<file path="src/rtl/mss_defines.vh">
/*
 Constants for the microcode store sequencer: register offsets, field
 positions of the control buffer, reset values and timing counts.
 Assumes inclusion by its bare name from the sequencer design file.
*/
`ifndef MSS_DEFINES_VH
`define MSS_DEFINES_VH

// ----------------------------------------
// Register offsets
// ----------------------------------------
`define MSS_OFF_CTRL 12'h000
`define MSS_OFF_SECTOR 12'h004
`define MSS_OFF_DATA 12'h008
`define MSS_OFF_STATUS 12'h00C
`define MSS_OFF_PIR 12'h010

// ----------------------------------------
// Control register fields
// ----------------------------------------
`define MSS_CTRL_OPTSEL 0
`define MSS_CTRL_INIT 1
`define MSS_CTRL_RESET 32'h0000_0000

// ----------------------------------------
// Microword field positions
// ----------------------------------------
`define MSS_F_T 17:16
`define MSS_F_S 19:18
`define MSS_F_IM 23:20
`define MSS_F_G 26:24
`define MSS_F_A 29:27
`define MSS_F_C 31:30
`define MSS_F_M 32
`define MSS_F_B0 33
`define MSS_F_RET 15:4

// ----------------------------------------
// Field codes
// ----------------------------------------
`define MSS_IM_NOMEM 4'h3
`define MSS_IM_SPECIAL 4'hD
`define MSS_S_MEMBR 2'h2

// ----------------------------------------
// Timing
// ----------------------------------------
`define MSS_CLK_NS 8
`define MSS_FAST_NS 165
`define MSS_SLOW_NS 190
`define MSS_STRETCH_CYC (((`MSS_SLOW_NS - `MSS_FAST_NS) + `MSS_CLK_NS - 1) / `MSS_CLK_NS)

`endif

</file>
<file path="src/rtl/mss_top.v">
/*
 Sequencing and support logic of a writable microcode store board:
 sector access over APB, clock stretching, output buffer, control
 buffer, page-branch decoder, wide address mode, memory lockout,
 return stack and pseudo instruction register.
 Assumes all inputs synchronous to ref_clk at 125 MHz.
*/
// Overview of operation
// - Sector counter selects one 16-bit read sector
// - Sector counter decodes one of four write strobes
// - I/O data from sector or option multiplexor
// - Store fetch holds clock four extra ref_clk cycles, covering slow minus fast store time
// - Half clock plus request stretches phase three
// - Phase three plus page/strobe stretches phase four
// - Both enables low drive outputs, either one high floats them
// - Output to processor, stack, control buffer
// - Control buffer captures microword on clock trailing edge
// - Decode branch with memory control
// - Decode branch without memory control
// - Decode branch with push
// - Decode pop or pop with delete
// - Page branch asserts page select, processor line low
// - Wide mode flip-flop set and clear
// - Wide mode drives address bit 15 on port
// - Lockout request set and clear
// - Next acknowledge raises lockout output
// - Request clear or reset drops lockout at once
// - Sixteen word return stack, write or read
// - Stack pointer resets, increments, decrements
// - Pseudo IR loads on acknowledge trailing edge (memory_acknowledge_n rise) while load is low
// - Board reset from bus reset or initialize
`timescale 1ns/10ps
`include "mss_defines.vh"

module mss_top #(
    parameter STACK_DEPTH_LOG2 = 4,
    parameter RET_W = 12
) (
    // Clock and reset
    input wire ref_clk,
    input wire rst,
    input wire io_system_reset,
    // APB slave
    input wire psel,
    input wire penable,
    input wire pwrite,
    input wire [11:0] paddr,
    input wire [31:0] pwdata,
    output reg [31:0] prdata,
    output wire pready,
    output wire pslverr,
    // Sector access
    input wire [63:0] store_word,
    input wire [15:0] option_input,
    output reg [3:0] sector_write_strobe,
    output reg [15:0] sector_write_data,
    output reg [15:0] io_bus_data,
    // Clock control
    input wire store_fetch,
    input wire half_clock_phase,
    input wire phase_three_timing,
    input wire store_address_select_n,
    input wire decoder_enable_request_n,
    input wire branch_strobe_decoded_n,
    output reg clock_hold,
    output reg phase3_extend,
    output reg phase4_extend,
    // Output buffer and control buffer
    input wire low_byte_output_enable_n,
    input wire high_bits_output_enable_n,
    input wire [63:0] microword_bus_in,
    input wire full_clock_received_n,
    output reg [63:0] microword_output_bus,
    output wire microword_low_oe,
    output wire microword_high_oe,
    // Page-branch decoder
    output wire memory_branch_decoded_n,
    output wire push_branch_decoded_n,
    output wire pop_branch_decoded_n,
    output wire delete_branch_decoded_n,
    output wire page_select_active_n,
    output wire page_branch_to_processor_n,
    // Memory ports
    input wire port_b_selected,
    input wire port_a_acknowledge,
    input wire port_b_acknowledge,
    output wire port_a_addr15,
    output wire port_a_addr15_oe,
    output wire port_b_addr15,
    output wire port_b_addr15_oe,
    output wire wide_address_mode,
    output wire lockout_request,
    output wire lockout_active,
    // Return stack
    output wire [STACK_DEPTH_LOG2-1:0] stack_pointer_bits,
    output wire stack_write_enable_n,
    output reg [RET_W-1:0] stack_return_address,
    // Pseudo instruction register
    input wire [15:0] mem_data_a,
    input wire [15:0] mem_data_b,
    input wire pseudo_ir_load_n,
    input wire memory_acknowledge_n,
    output wire [8:0] processor_store_address,
    // Reset out
    output wire board_system_reset_n
);
    // ----------------------------------------
    // Functions
    // ----------------------------------------
    function [15:0] sector_pick;
        input [63:0] w;
        input [1:0] s;
        begin
            case (s)
                2'h0: sector_pick = w[15:0];
                2'h1: sector_pick = w[31:16];
                2'h2: sector_pick = w[47:32];
                default: sector_pick = w[63:48];
            endcase
        end
    endfunction
    // ----------------------------------------
    // Declarations
    // ----------------------------------------
    localparam DEPTH = 1 << STACK_DEPTH_LOG2;
    localparam integer HOLD_CYC = `MSS_STRETCH_CYC;
    reg [31:0] ctrl_r;
    reg init_r;
    reg [1:0] sector_count_r;
    reg [63:0] cbuf_r;
    reg [RET_W-1:0] stk_buf_r;
    reg cap_r;
    reg fclk_n_prev_r;
    reg wide_r;
    reg lock_req_r;
    reg lock_act_r;
    reg ack_a_prev_r;
    reg ack_b_prev_r;
    reg mack_n_prev_r;
    reg [15:0] pir_r;
    reg [STACK_DEPTH_LOG2-1:0] sp_r;
    reg [RET_W-1:0] stack_mem [0:DEPTH-1];
    reg [3:0] hold_cnt_r;
    reg push_r;
    reg [31:0] rd_nxt;
    integer i;
    wire sys_rst;
    wire wr_en;
    wire rd_en;
    wire drive_all;
    wire [63:0] word_seen;
    wire fclk_trail;
    wire base_st;
    wire special;
    wire mem_br;
    wire push_br;
    wire pop_br;
    wire del_br;
    wire page_sel;
    wire ack_rise;
    wire [15:0] io_sel;
    wire [STACK_DEPTH_LOG2-1:0] sp_up;
    // ----------------------------------------
    // Reset and APB
    // ----------------------------------------
    assign sys_rst = rst | io_system_reset | init_r;
    assign board_system_reset_n = ~sys_rst;
    assign wr_en = psel & penable & pwrite;
    // Read data loaded at setup so it already stands at the access edge
    assign rd_en = psel & ~penable & ~pwrite;
    assign pready = 1'b1;
    assign pslverr = psel & penable & (paddr > `MSS_OFF_PIR);
    // Sector read word; option path lets software read strap data
    assign io_sel = ctrl_r[`MSS_CTRL_OPTSEL] ? option_input :
                    sector_pick(store_word, sector_count_r);
    always @* begin
        case (paddr)
            `MSS_OFF_CTRL: rd_nxt = ctrl_r;
            `MSS_OFF_SECTOR: rd_nxt = {30'h0000_0000, sector_count_r};
            `MSS_OFF_DATA: rd_nxt = {16'h0000, io_sel};
            `MSS_OFF_STATUS: rd_nxt = {24'h00_0000, sp_r, 1'b0, lockout_active, lock_req_r, wide_r};
            `MSS_OFF_PIR: rd_nxt = {16'h0000, pir_r};
            default: rd_nxt = 32'h0000_0000;
        endcase
    end
    always @(posedge ref_clk) begin
        if (rst) begin
            ctrl_r <= `MSS_CTRL_RESET;
            init_r <= 1'b0;
            sector_count_r <= 2'h0;
            sector_write_strobe <= 4'h0;
            sector_write_data <= 16'h0000;
            prdata <= 32'h0000_0000;
            io_bus_data <= 16'h0000;
        end else begin
            init_r <= wr_en && paddr == `MSS_OFF_CTRL && pwdata[`MSS_CTRL_INIT];
            sector_write_strobe <= 4'h0;
            io_bus_data <= io_sel;
            if (rd_en) begin
                prdata <= rd_nxt;
            end
            if (wr_en && paddr == `MSS_OFF_CTRL) begin
                ctrl_r <= {31'h0000_0000, pwdata[`MSS_CTRL_OPTSEL]};
            end
            if (wr_en && paddr == `MSS_OFF_SECTOR) begin
                sector_count_r <= pwdata[1:0];
            end
            if (wr_en && paddr == `MSS_OFF_DATA) begin
                sector_write_strobe <= 4'h1 << sector_count_r;
                sector_write_data <= pwdata[15:0];
            end
        end
    end

    // ----------------------------------------
    // Clock control
    // ----------------------------------------
    always @(posedge ref_clk) begin
        if (sys_rst) begin
            hold_cnt_r <= 4'h0;
            clock_hold <= 1'b0;
            phase3_extend <= 1'b0;
            phase4_extend <= 1'b0;
        end else begin
            if (store_fetch && hold_cnt_r == 4'h0) begin
                hold_cnt_r <= HOLD_CYC[3:0];
                clock_hold <= 1'b1;
            end else if (hold_cnt_r > 4'h1) begin
                hold_cnt_r <= hold_cnt_r - 4'h1;
            end else begin
                hold_cnt_r <= 4'h0;
                clock_hold <= 1'b0;
            end
            phase3_extend <= half_clock_phase & (~store_address_select_n | ~decoder_enable_request_n);
            phase4_extend <= phase_three_timing & (page_sel | ~branch_strobe_decoded_n);
        end
    end
    // ----------------------------------------
    // Output buffer and control buffer
    // ----------------------------------------
    // Both enables move together on the board; a split pair drives nothing
    assign drive_all = ~low_byte_output_enable_n & ~high_bits_output_enable_n;
    assign microword_low_oe = drive_all;
    assign microword_high_oe = drive_all;
    assign word_seen = drive_all ? microword_output_bus : microword_bus_in;
    assign fclk_trail = ~fclk_n_prev_r & full_clock_received_n;
    always @(posedge ref_clk) begin
        if (sys_rst) begin
            microword_output_bus <= 64'h0000_0000_0000_0000;
            cbuf_r <= 64'h0000_0000_0000_0000;
            stk_buf_r <= {RET_W{1'b0}};
            cap_r <= 1'b0;
            fclk_n_prev_r <= 1'b1;
        end else begin
            microword_output_bus <= store_word;
            fclk_n_prev_r <= full_clock_received_n;
            cap_r <= fclk_trail;
            if (fclk_trail) begin
                cbuf_r <= {word_seen[63:16], 12'h000, word_seen[3:0]};
                stk_buf_r <= word_seen[`MSS_F_RET];
            end
        end
    end
    // ----------------------------------------
    // Page-branch decoder
    // ----------------------------------------
    assign base_st = cbuf_r[`MSS_F_T] == 2'h0 && cbuf_r[`MSS_F_S] == 2'h0;
    assign special = base_st && cbuf_r[`MSS_F_IM] == `MSS_IM_SPECIAL;
    assign mem_br = (cbuf_r[`MSS_F_T] == 2'h0 && cbuf_r[`MSS_F_S] == `MSS_S_MEMBR && cbuf_r[26])
                  | (base_st && cbuf_r[`MSS_F_IM] == `MSS_IM_NOMEM);
    assign push_br = special & cbuf_r[28];
    assign pop_br = special & cbuf_r[29] & cbuf_r[`MSS_F_B0];
    assign del_br = special & cbuf_r[29] & ~cbuf_r[`MSS_F_B0];
    assign page_sel = mem_br | push_br | pop_br | del_br;
    assign memory_branch_decoded_n = ~mem_br;
    assign push_branch_decoded_n = ~push_br;
    assign pop_branch_decoded_n = ~pop_br;
    assign delete_branch_decoded_n = ~del_br;
    assign page_select_active_n = ~page_sel;
    assign page_branch_to_processor_n = ~page_sel;

    // ----------------------------------------
    // Wide address mode and lockout
    // ----------------------------------------
    assign ack_rise = (port_a_acknowledge & ~ack_a_prev_r) | (port_b_acknowledge & ~ack_b_prev_r);
    assign wide_address_mode = wide_r;
    assign port_a_addr15 = wide_r;
    assign port_a_addr15_oe = wide_r & ~port_b_selected;
    assign port_b_addr15 = wide_r;
    assign port_b_addr15_oe = wide_r & port_b_selected;
    assign lockout_request = lock_req_r;
    // Gated by the request so a clear drops it in the same cycle
    assign lockout_active = lock_act_r & lock_req_r;
    always @(posedge ref_clk) begin
        if (sys_rst) begin
            wide_r <= 1'b0;
            lock_req_r <= 1'b0;
            lock_act_r <= 1'b0;
            ack_a_prev_r <= 1'b0;
            ack_b_prev_r <= 1'b0;
        end else begin
            ack_a_prev_r <= port_a_acknowledge;
            ack_b_prev_r <= port_b_acknowledge;
            if (cap_r && special && cbuf_r[`MSS_F_M]) begin
                wide_r <= 1'b1;
            end else if (cap_r && special && cbuf_r[31]) begin
                wide_r <= 1'b0;
            end
            if (cap_r && special && cbuf_r[30]) begin
                lock_req_r <= 1'b1;
            end else if (cap_r && special && cbuf_r[27]) begin
                lock_req_r <= 1'b0;
            end
            if (!lock_req_r) begin
                lock_act_r <= 1'b0;
            end else if (ack_rise) begin
                lock_act_r <= 1'b1;
            end
        end
    end

    // ----------------------------------------
    // Return stack
    // ----------------------------------------
    assign sp_up = sp_r + 1'b1;
    assign stack_pointer_bits = sp_r;
    assign stack_write_enable_n = ~push_r;
    always @(posedge ref_clk) begin
        if (sys_rst) begin
            sp_r <= {STACK_DEPTH_LOG2{1'b0}};
            push_r <= 1'b0;
            stack_return_address <= {RET_W{1'b0}};
            for (i = 0; i < DEPTH; i = i + 1) begin
                stack_mem[i] <= {RET_W{1'b0}};
            end
        end else begin
            push_r <= cap_r & push_br;
            stack_return_address <= stack_mem[sp_r];
            if (cap_r && push_br) begin
                stack_mem[sp_up] <= stk_buf_r;
                sp_r <= sp_up;
            end else if (cap_r && (pop_br || del_br)) begin
                sp_r <= sp_r - 1'b1;
            end
        end
    end

    // ----------------------------------------
    // Pseudo instruction register
    // ----------------------------------------
    assign processor_store_address = pir_r[8:0];
    always @(posedge ref_clk) begin
        if (sys_rst) begin
            pir_r <= 16'h0000;
            mack_n_prev_r <= 1'b1;
        end else begin
            mack_n_prev_r <= memory_acknowledge_n;
            if (!mack_n_prev_r && memory_acknowledge_n && !pseudo_ir_load_n) begin
                pir_r <= port_b_selected ? mem_data_b : mem_data_a;
            end
        end
    end

endmodule

</file>
<file path="config.mk">
export PLATFORM = sky130hd
export DESIGN_NAME = mss_top
export DESIGN_NICKNAME = d
export VERILOG_FILES = /design/src/rtl/mss_top.v
export VERILOG_INCLUDE_DIRS = /design/src /design/src/rtl
export SDC_FILE = /design/constraint.sdc
export NUM_CORES = 1
export LEC_CHECK = 0
export BUFFER_PORTS_ARGS = -buffer_cell sky130_fd_sc_hd__buf_4
export CORE_MARGIN = 5
export CORE_UTILIZATION = 45
export CTS_CLUSTER_SIZE = 16
export DETAILED_ROUTE_END_ITERATION = 6
export PLACE_DENSITY = 0.75
export SETUP_SLACK_MARGIN = 0.3
export SYNTH_ARGS = -nofsm -noshare
export SYNTH_HDL_FRONTEND = slang
export SYNTH_SLANG_ARGS = --single-unit
</file>
<file path="constraint.sdc">
create_clock -name ref_clk -period 4.3 [get_ports ref_clk]
set_clock_uncertainty 0.05 [all_clocks]
set_input_delay 0.43 -clock ref_clk [delete_from_list [all_inputs] [get_ports ref_clk]]
set_output_delay 0.43 -clock ref_clk [all_outputs]
set_load 0.03 [all_outputs]
</file>
# ---- Word-level counts from Yosys, hierarchy flattened
# Memory sizes are Yosys's and may differ from the RTL's. A register that Yosys moved wholly into a read port is not among the register bits.
# Index checks and enable logic that the tools add are counted.
dict set report totals {
  reg_bits 206
  mem_bits_rw 192
  in_bits 240
  output_inout_bits 179
  memories 1
}
# name words width read_ports rd_ports_with_merged_regs wr line_no
set memory_table {}
lappend memory_table {stack_mem 16 12 1 1 16 mss_top.v:142} ;# reg [RET_W-1:0] stack_mem [0:DEPTH-1];
dict set report classes {
  n_addsub 3
  magnitude_cmp 2
  n_eq_ne 10
  shifts 1
  muxes 23
  bitwise 50
  n_reduce_logical 34
}
# cell n
set ops {}
lappend ops {{16-bit case mux with 5 select lines} 1}
lappend ops {{16-bit case mux with 3 select lines} 1}
lappend ops {{34-bit 2-to-1 mux} 1}
lappend ops {{16-bit 2-to-1 mux} 2}
lappend ops {{12-bit by 4-bit equality test with 1-bit output (second input constant)} 2}
lappend ops {{1-bit inverter} 22}
lappend ops {{1-bit AND} 19}
lappend ops {{1-bit logical AND} 19}
lappend ops {{12-bit by 3-bit equality test with 1-bit output (second input constant)} 1}
lappend ops {{12-bit by 5-bit equality test with 1-bit output (second input constant)} 1}
lappend ops {{12-bit by 5-bit > comparator with 1-bit output (second input constant)} 1}
lappend ops {{12-bit logical NOT} 1}
lappend ops {{1-bit 2-to-1 mux} 12}
lappend ops {{12-bit 2-to-1 mux} 1}
lappend ops {{4-bit 2-to-1 mux} 3}
lappend ops {{12-bit OR reduction} 1}
lappend ops {{1-bit bitwise OR} 9}
lappend ops {{4-bit by 1-bit subtractor with 4-bit output (second input constant)} 2}
lappend ops {{2-bit logical NOT} 3}
lappend ops {{3-bit 2-to-1 mux} 2}
lappend ops {{2-bit nonzero test} 3}
lappend ops {{4-bit by 1-bit adder with 4-bit output (second input constant)} 1}
lappend ops {{2-bit equality test (second input constant)} 2}
lappend ops {{4-bit by 2-bit equality test with 1-bit output (second input constant)} 1}
lappend ops {{10 further kinds} 12}

# ---- Logic depth before layout (Yosys ltp)
dict set report depth {
  ltp_word 10
  mapped_depth 9
  ltp_nobuf 5
}

# ---- Least setup slack after synthesis
# Ideal clock, no wire load.
dict set report synth_timing {
  path_kind {reg2reg}
  start {register sp_r[0], in the netlist stack_pointer_bits[0]}
  end {memory stack_mem[1][0], enable pin}
  arrival_ns 2.649
  slack_ns 1.203
  stages_incl_launch_ff 10
  n_path_buf 5
  period_less_slack_ns 3.097
  path_cell_list {dfxtp_1 clkbuf_1 buf_4 buf_2 buf_4 inv_1 ha_1 nand3_1 buf_2 o21ai_0}
}
# item line_no
set synth_rtl {}
lappend synth_rtl {{start, declared} mss_top.v:141} ;# reg [STACK_DEPTH_LOG2-1:0] sp_r;
lappend synth_rtl {{start signal, assigned} mss_top.v:330} ;# sp_r <= {STACK_DEPTH_LOG2{1'b0}};
lappend synth_rtl {{start signal, assigned} mss_top.v:341} ;# sp_r <= sp_up;
lappend synth_rtl {{start signal, assigned} mss_top.v:343} ;# sp_r <= sp_r - 1'b1;
lappend synth_rtl {{end, declared} mss_top.v:142}

# ---- Worst setup path in the final report
dict set report layout_timing {
  start {register init_r}
  end {output board_system_reset_n}
}
dict set report layout_between {
  elab_chain_cells 2
}
# item line_no
set layout_rtl {}
lappend layout_rtl {{start, declared} mss_top.v:128} ;# reg init_r;
lappend layout_rtl {{start signal, assigned} mss_top.v:196} ;# init_r <= wr_en && paddr == `MSS_OFF_CTRL && pwdata[`MSS_CTRL_INIT];
lappend layout_rtl {{1-bit bitwise OR} mss_top.v:166} ;# assign sys_rst = rst | io_system_reset | init_r;
lappend layout_rtl {{1-bit inverter} mss_top.v:167} ;# assign board_system_reset_n = ~sys_rst;
lappend layout_rtl {{end, declared} mss_top.v:105} ;# output wire board_system_reset_n
# No other way between the ends.

==> impl_table.tex <==
\begin{tabular}{lr}
\hline
Metric & Value \\
\hline
\multicolumn{2}{l}{\textbf{STA}} \\
\quad Fin crit share & a little over two thirds \\
\quad Final setup violation count & 0 \\
\quad Number of failing hold endpoints at the final stage & 0 \\
\quad Smallest setup slack after layout & approximately 1.3 ns \\
\quad Shortest clock period the worst path allows after layout & about 3 ns \\
\quad Max-Slew Margin vs Limit & between 10\% and 20\% \\
\quad Peak clock frequency supported by timing & about 0.33 GHz \\
\quad Final-layout setup total negative slack & 0 ns \\
\quad Slew Viols, Final & 0 \\
\quad Least-Margin Pin Slew & 1.21 ns \\
\quad Setup repair after global routing missed its margin & no \\
\multicolumn{2}{l}{\textbf{Setup path}} \\
\quad Worst Setup SP & init\_r\$\_SDFF\_PP0\_ \\
\quad CP Class & flop to primary output \\
\quad Worst endpoint data arrival time & between 2 and 3 ns \\
\quad Setup crit end kind & primary output \\
\quad Setup crit start kind & flop \\
\quad Maximum fanout along the worst path & 80 \\
\quad Required time at the worst-slack endpoint & 3.82 ns \\
\quad Critical register-to-register path startpoint & stack\_pointer\_bits[2]\$\_SDFFE\_PN0P\_ \\
\multicolumn{2}{l}{\textbf{Logic synthesis}} \\
\quad Part of the Yosys area used for sequential elements & between 50 and 60\% \\
\quad Leading post-synthesis cells by cell area & sky130\_fd\_sc\_hd\_\_edfxtp\_1 (34\%), sky130\_fd\_sc\_hd\_\_dfxtp\_1 (23\%), sky130\_fd\_sc\_hd\_\_mux4\_2 (6.6\%), sky130\_fd\_sc\_hd\_\_mux2i\_1 (6.1\%), sky130\_fd\_sc\_hd\_\_nor3\_1 (6.0\%) \\
\quad Synth Cell Area & between 15000 and 20000 um\^{}2 \\
\quad Fraction of post-synthesis cell area in the top cell type by area & 34.5\% \\
\quad Most used standard cells in the synthesized netlist & sky130\_fd\_sc\_hd\_\_nor3\_1 (202), sky130\_fd\_sc\_hd\_\_dfxtp\_1 (196), sky130\_fd\_sc\_hd\_\_edfxtp\_1 (192) \\
\quad Per-instance average area after synthesis & roughly 12 um\^{}2 \\
\quad EDFF count, synth & around 190 \\
\quad Gate count after technology mapping & about 1400 \\
\quad Number of synthesized register bits & 388 \\
\quad Count of yosys warnings during synthesis & 0 \\
\quad Prevailing post-synth register cell & sky130\_fd\_sc\_hd\_\_dfxtp\_1 \\
\quad Dominant cell by count in the synthesized netlist & sky130\_fd\_sc\_hd\_\_nor3\_1 \\
\quad Biggest area consumer among synthesized cells & sky130\_fd\_sc\_hd\_\_edfxtp\_1 \\
\quad Asr flop ratio synth & 0\% \\
\quad Synth unique cells & 72 \\
\multicolumn{2}{l}{\textbf{CTS}} \\
\quad Number of buffers added by the clock tree synthesis step & 42 \\
\quad TritonCTS Sinks & between 300 and 400 \\
\quad Clock tree root buffer cell & sky130\_fd\_sc\_hd\_\_clkbuf\_16 \\
\quad Clock transition at the registers of the reported paths & 0.06 ns \\
\quad Buffers inserted during post-CTS setup optimization & 0 \\
\quad Hold-fix buffer count after cts & 1 \\
\quad H-Tree Level Count & 2 \\
\quad Resize count post-CTS & 0 \\
\quad Longest Clk Path Bufs & 3 \\
\quad TritonCTS clock tree & done \\
\quad Source-to-sink clock delay at the later pin of the worst-skew pair & 0.55 ns \\
\multicolumn{2}{l}{\textbf{Placed design}} \\
\quad Placed Cells & 2129 \\
\quad Number of port buffers & between 300 and 400 \\
\quad Final estimated routing congestion in global placement & between 0.9 and 1 \\
\quad HPWL after detailed placement & roughly 40000 um \\
\quad Worst slack after detailed placement & between 1 and 1.5 ns \\
\multicolumn{2}{l}{\textbf{Routing}} \\
\quad First-pass iteration count of the detailed router & 5 \\
\quad Via count & $\sim$13000 \\
\quad Iteration-0 DRC Markers & between 1000 and 1500 \\
\quad Average via count per standard cell & 5.81 \\
\quad Final routed wirelength across all metal layers & 54800 um \\
\quad Drc violations & 0 \\
\quad Average wire per standard cell & 24.7 um \\
\quad Post-DRT Antenna Nets & 0 \\
\multicolumn{2}{l}{\textbf{Floorplanning}} \\
\quad Die X-Extent & around 200 um \\
\quad Placement Rows & 70 \\
\quad Chip height & 203 um \\
\quad Total Die Area & 41100 um\^{}2 \\
\quad Io pins & approximately 420 \\
\quad Core Region & approximately 37000 um\^{}2 \\
\quad Starting density of the core & between 40\% and 50\% \\
\multicolumn{2}{l}{\textbf{Power and ir drop}} \\
\quad Worst voltage drop across the vdd grid & roughly 0.32 mV \\
\quad Power consumption & $\sim$8200 uW \\
\quad PD cells & roughly 390 nW/um\^{}2 \\
\quad Static leakage & 0.00798 uW \\
\multicolumn{2}{l}{\textbf{Status}} \\
\quad Status & complete, no violations \\
\multicolumn{2}{l}{\textbf{Hold path}} \\
\quad Hold path start & full\_clock\_received\_n \\
\quad Type of the tightest min-delay check & primary input to flop \\
\multicolumn{2}{l}{\textbf{Global route}} \\
\quad Wire length of the first global-routing pass & $\sim$80000 um \\
\quad Antenna violations before repair & 10 \\
\quad GR Overflow Total & 0 \\
\quad Number of global-route vias before repair & 12600 \\
\quad Maximum number of pins on one net before global-route repair & slightly above 80 \\
\quad Total global-route track usage & 25.8\% \\
\multicolumn{2}{l}{\textbf{Final layout}} \\
\quad Layout overhead on the synthesized area & 25.5\% \\
\quad Fraction of final layout cells sized beyond drive strength 1 & between 30\% and 40\% \\
\quad Layout Utilization & 57.3\% \\
\quad Number of nets in the layout & approximately 2000 \\
\quad Number of non-filler instances in the completed layout & around 2200 \\
\multicolumn{2}{l}{\textbf{Job}} \\
\quad Max capacitance violation total & 0 \\
\hline
\end{tabular}
-- worst paths after layout --
path                                                        to  slack [ns]  cells after the start
worst max-delay path                      board_system_reset_n        1.31                      4
worst min-delay path                  fclk_n_prev_r$_SDFF_PN1_        0.03                      2
worst min register to register         prdata[15]$_SDFFE_PP0P_        0.41                      2
worst max register to register  stack_mem[14][4]$_SDFFCE_PN0P_        1.41                      6
-- state kept, by name (all words and copies together) (netlist names), 12 cells and up --
| register | cells |
|---|---|
| io_bus_data | 16 |
| stack_mem | 192 |
| stack_return_address | 12 |
| sector_write_data | 16 |
| microword_output_bus | 64 |
| cbuf_r | 16 |
| prdata | 16 |
| pir_r | 16 |
| stk_buf_r | 12 |
-- through the flow --
stage                     area (um^2)  hold WS (ns)
after floorplan                 16800         0.380
after global placement          19600         0.384
after detailed placement        19600         0.396
after CTS                       21000       0.00317
after global routing            21000        0.0166
final                           21000        0.0339
-- area by class of cell --
type / instances / area (um^2)
fill: 2961 / 15600
tap: 468 / 586
antenna: 8 / 20.0
multi-input combinational: 858 / 6250
clock inverter: 20 / 204
inverter: 23 / 86.3
clock buffer: 58 / 1160
timing repair buffer: 393 / 2970
sequential: 388 / 9690
-- kinds of logic after synthesis --
group                    after synthesis  share of synthesized area [%]
buffers and inverters                186                           5.32
other                                  2                         0.0449
flip-flops                           388                           58.0
adder cells (fa/ha/maj)                8                          0.599
AND/OR/NAND/NOR                      478                           15.2
multiplexers                         159                           13.2
XOR/XNOR                               3                          0.157
AO/OA/AOI/OAI                        193                           7.49
-- where the power goes --
group          internal [uW]  total [uW]  switching [uW]
clock                   2040        3540            1500
sequential              3990        4030            43.3
combinational            268         638             370
total                   6290        8210            1920
-- per-layer routing --
layer,up-vias,global-route usage [%],share of wire [%]
li1,5805,-,-
met1,6258,34.1,39
met2,709,40.7,47
met3,94,7.78,11
met4,8,8.97,3.6
met5,-,0,0.095
-- cells in the final DEF, fill, tap and decap left out, drive strengths merged, types with 8 or more instances in the layout --
cell,count
inv,22
a21oi,30
mux4,49
nand2,35
conb,17
a211oi,50
a2bb2oi,14
o22ai,12
mux2i,102
diode,8
nor2,81
nand3,27
clkbuf,58
edfxtp,192
dfxtp,196
nand4,8
mux2,8
o21ai,61
nor4,8
clkinv,18
buf,392
ha,8
nor3,204
and2,71
-- critical path, stage by stage, from the launching register on --
cell and delay [ns]:
sky130_fd_sc_hd__dfxtp_1 0.32, sky130_fd_sc_hd__or3_2 0.69, sky130_fd_sc_hd__inv_2 0.36, sky130_fd_sc_hd__buf_12 0.31
sky130_fd_sc_hd__buf_4 0.23
Note: power is estimated with default switching activity, not from simulation.
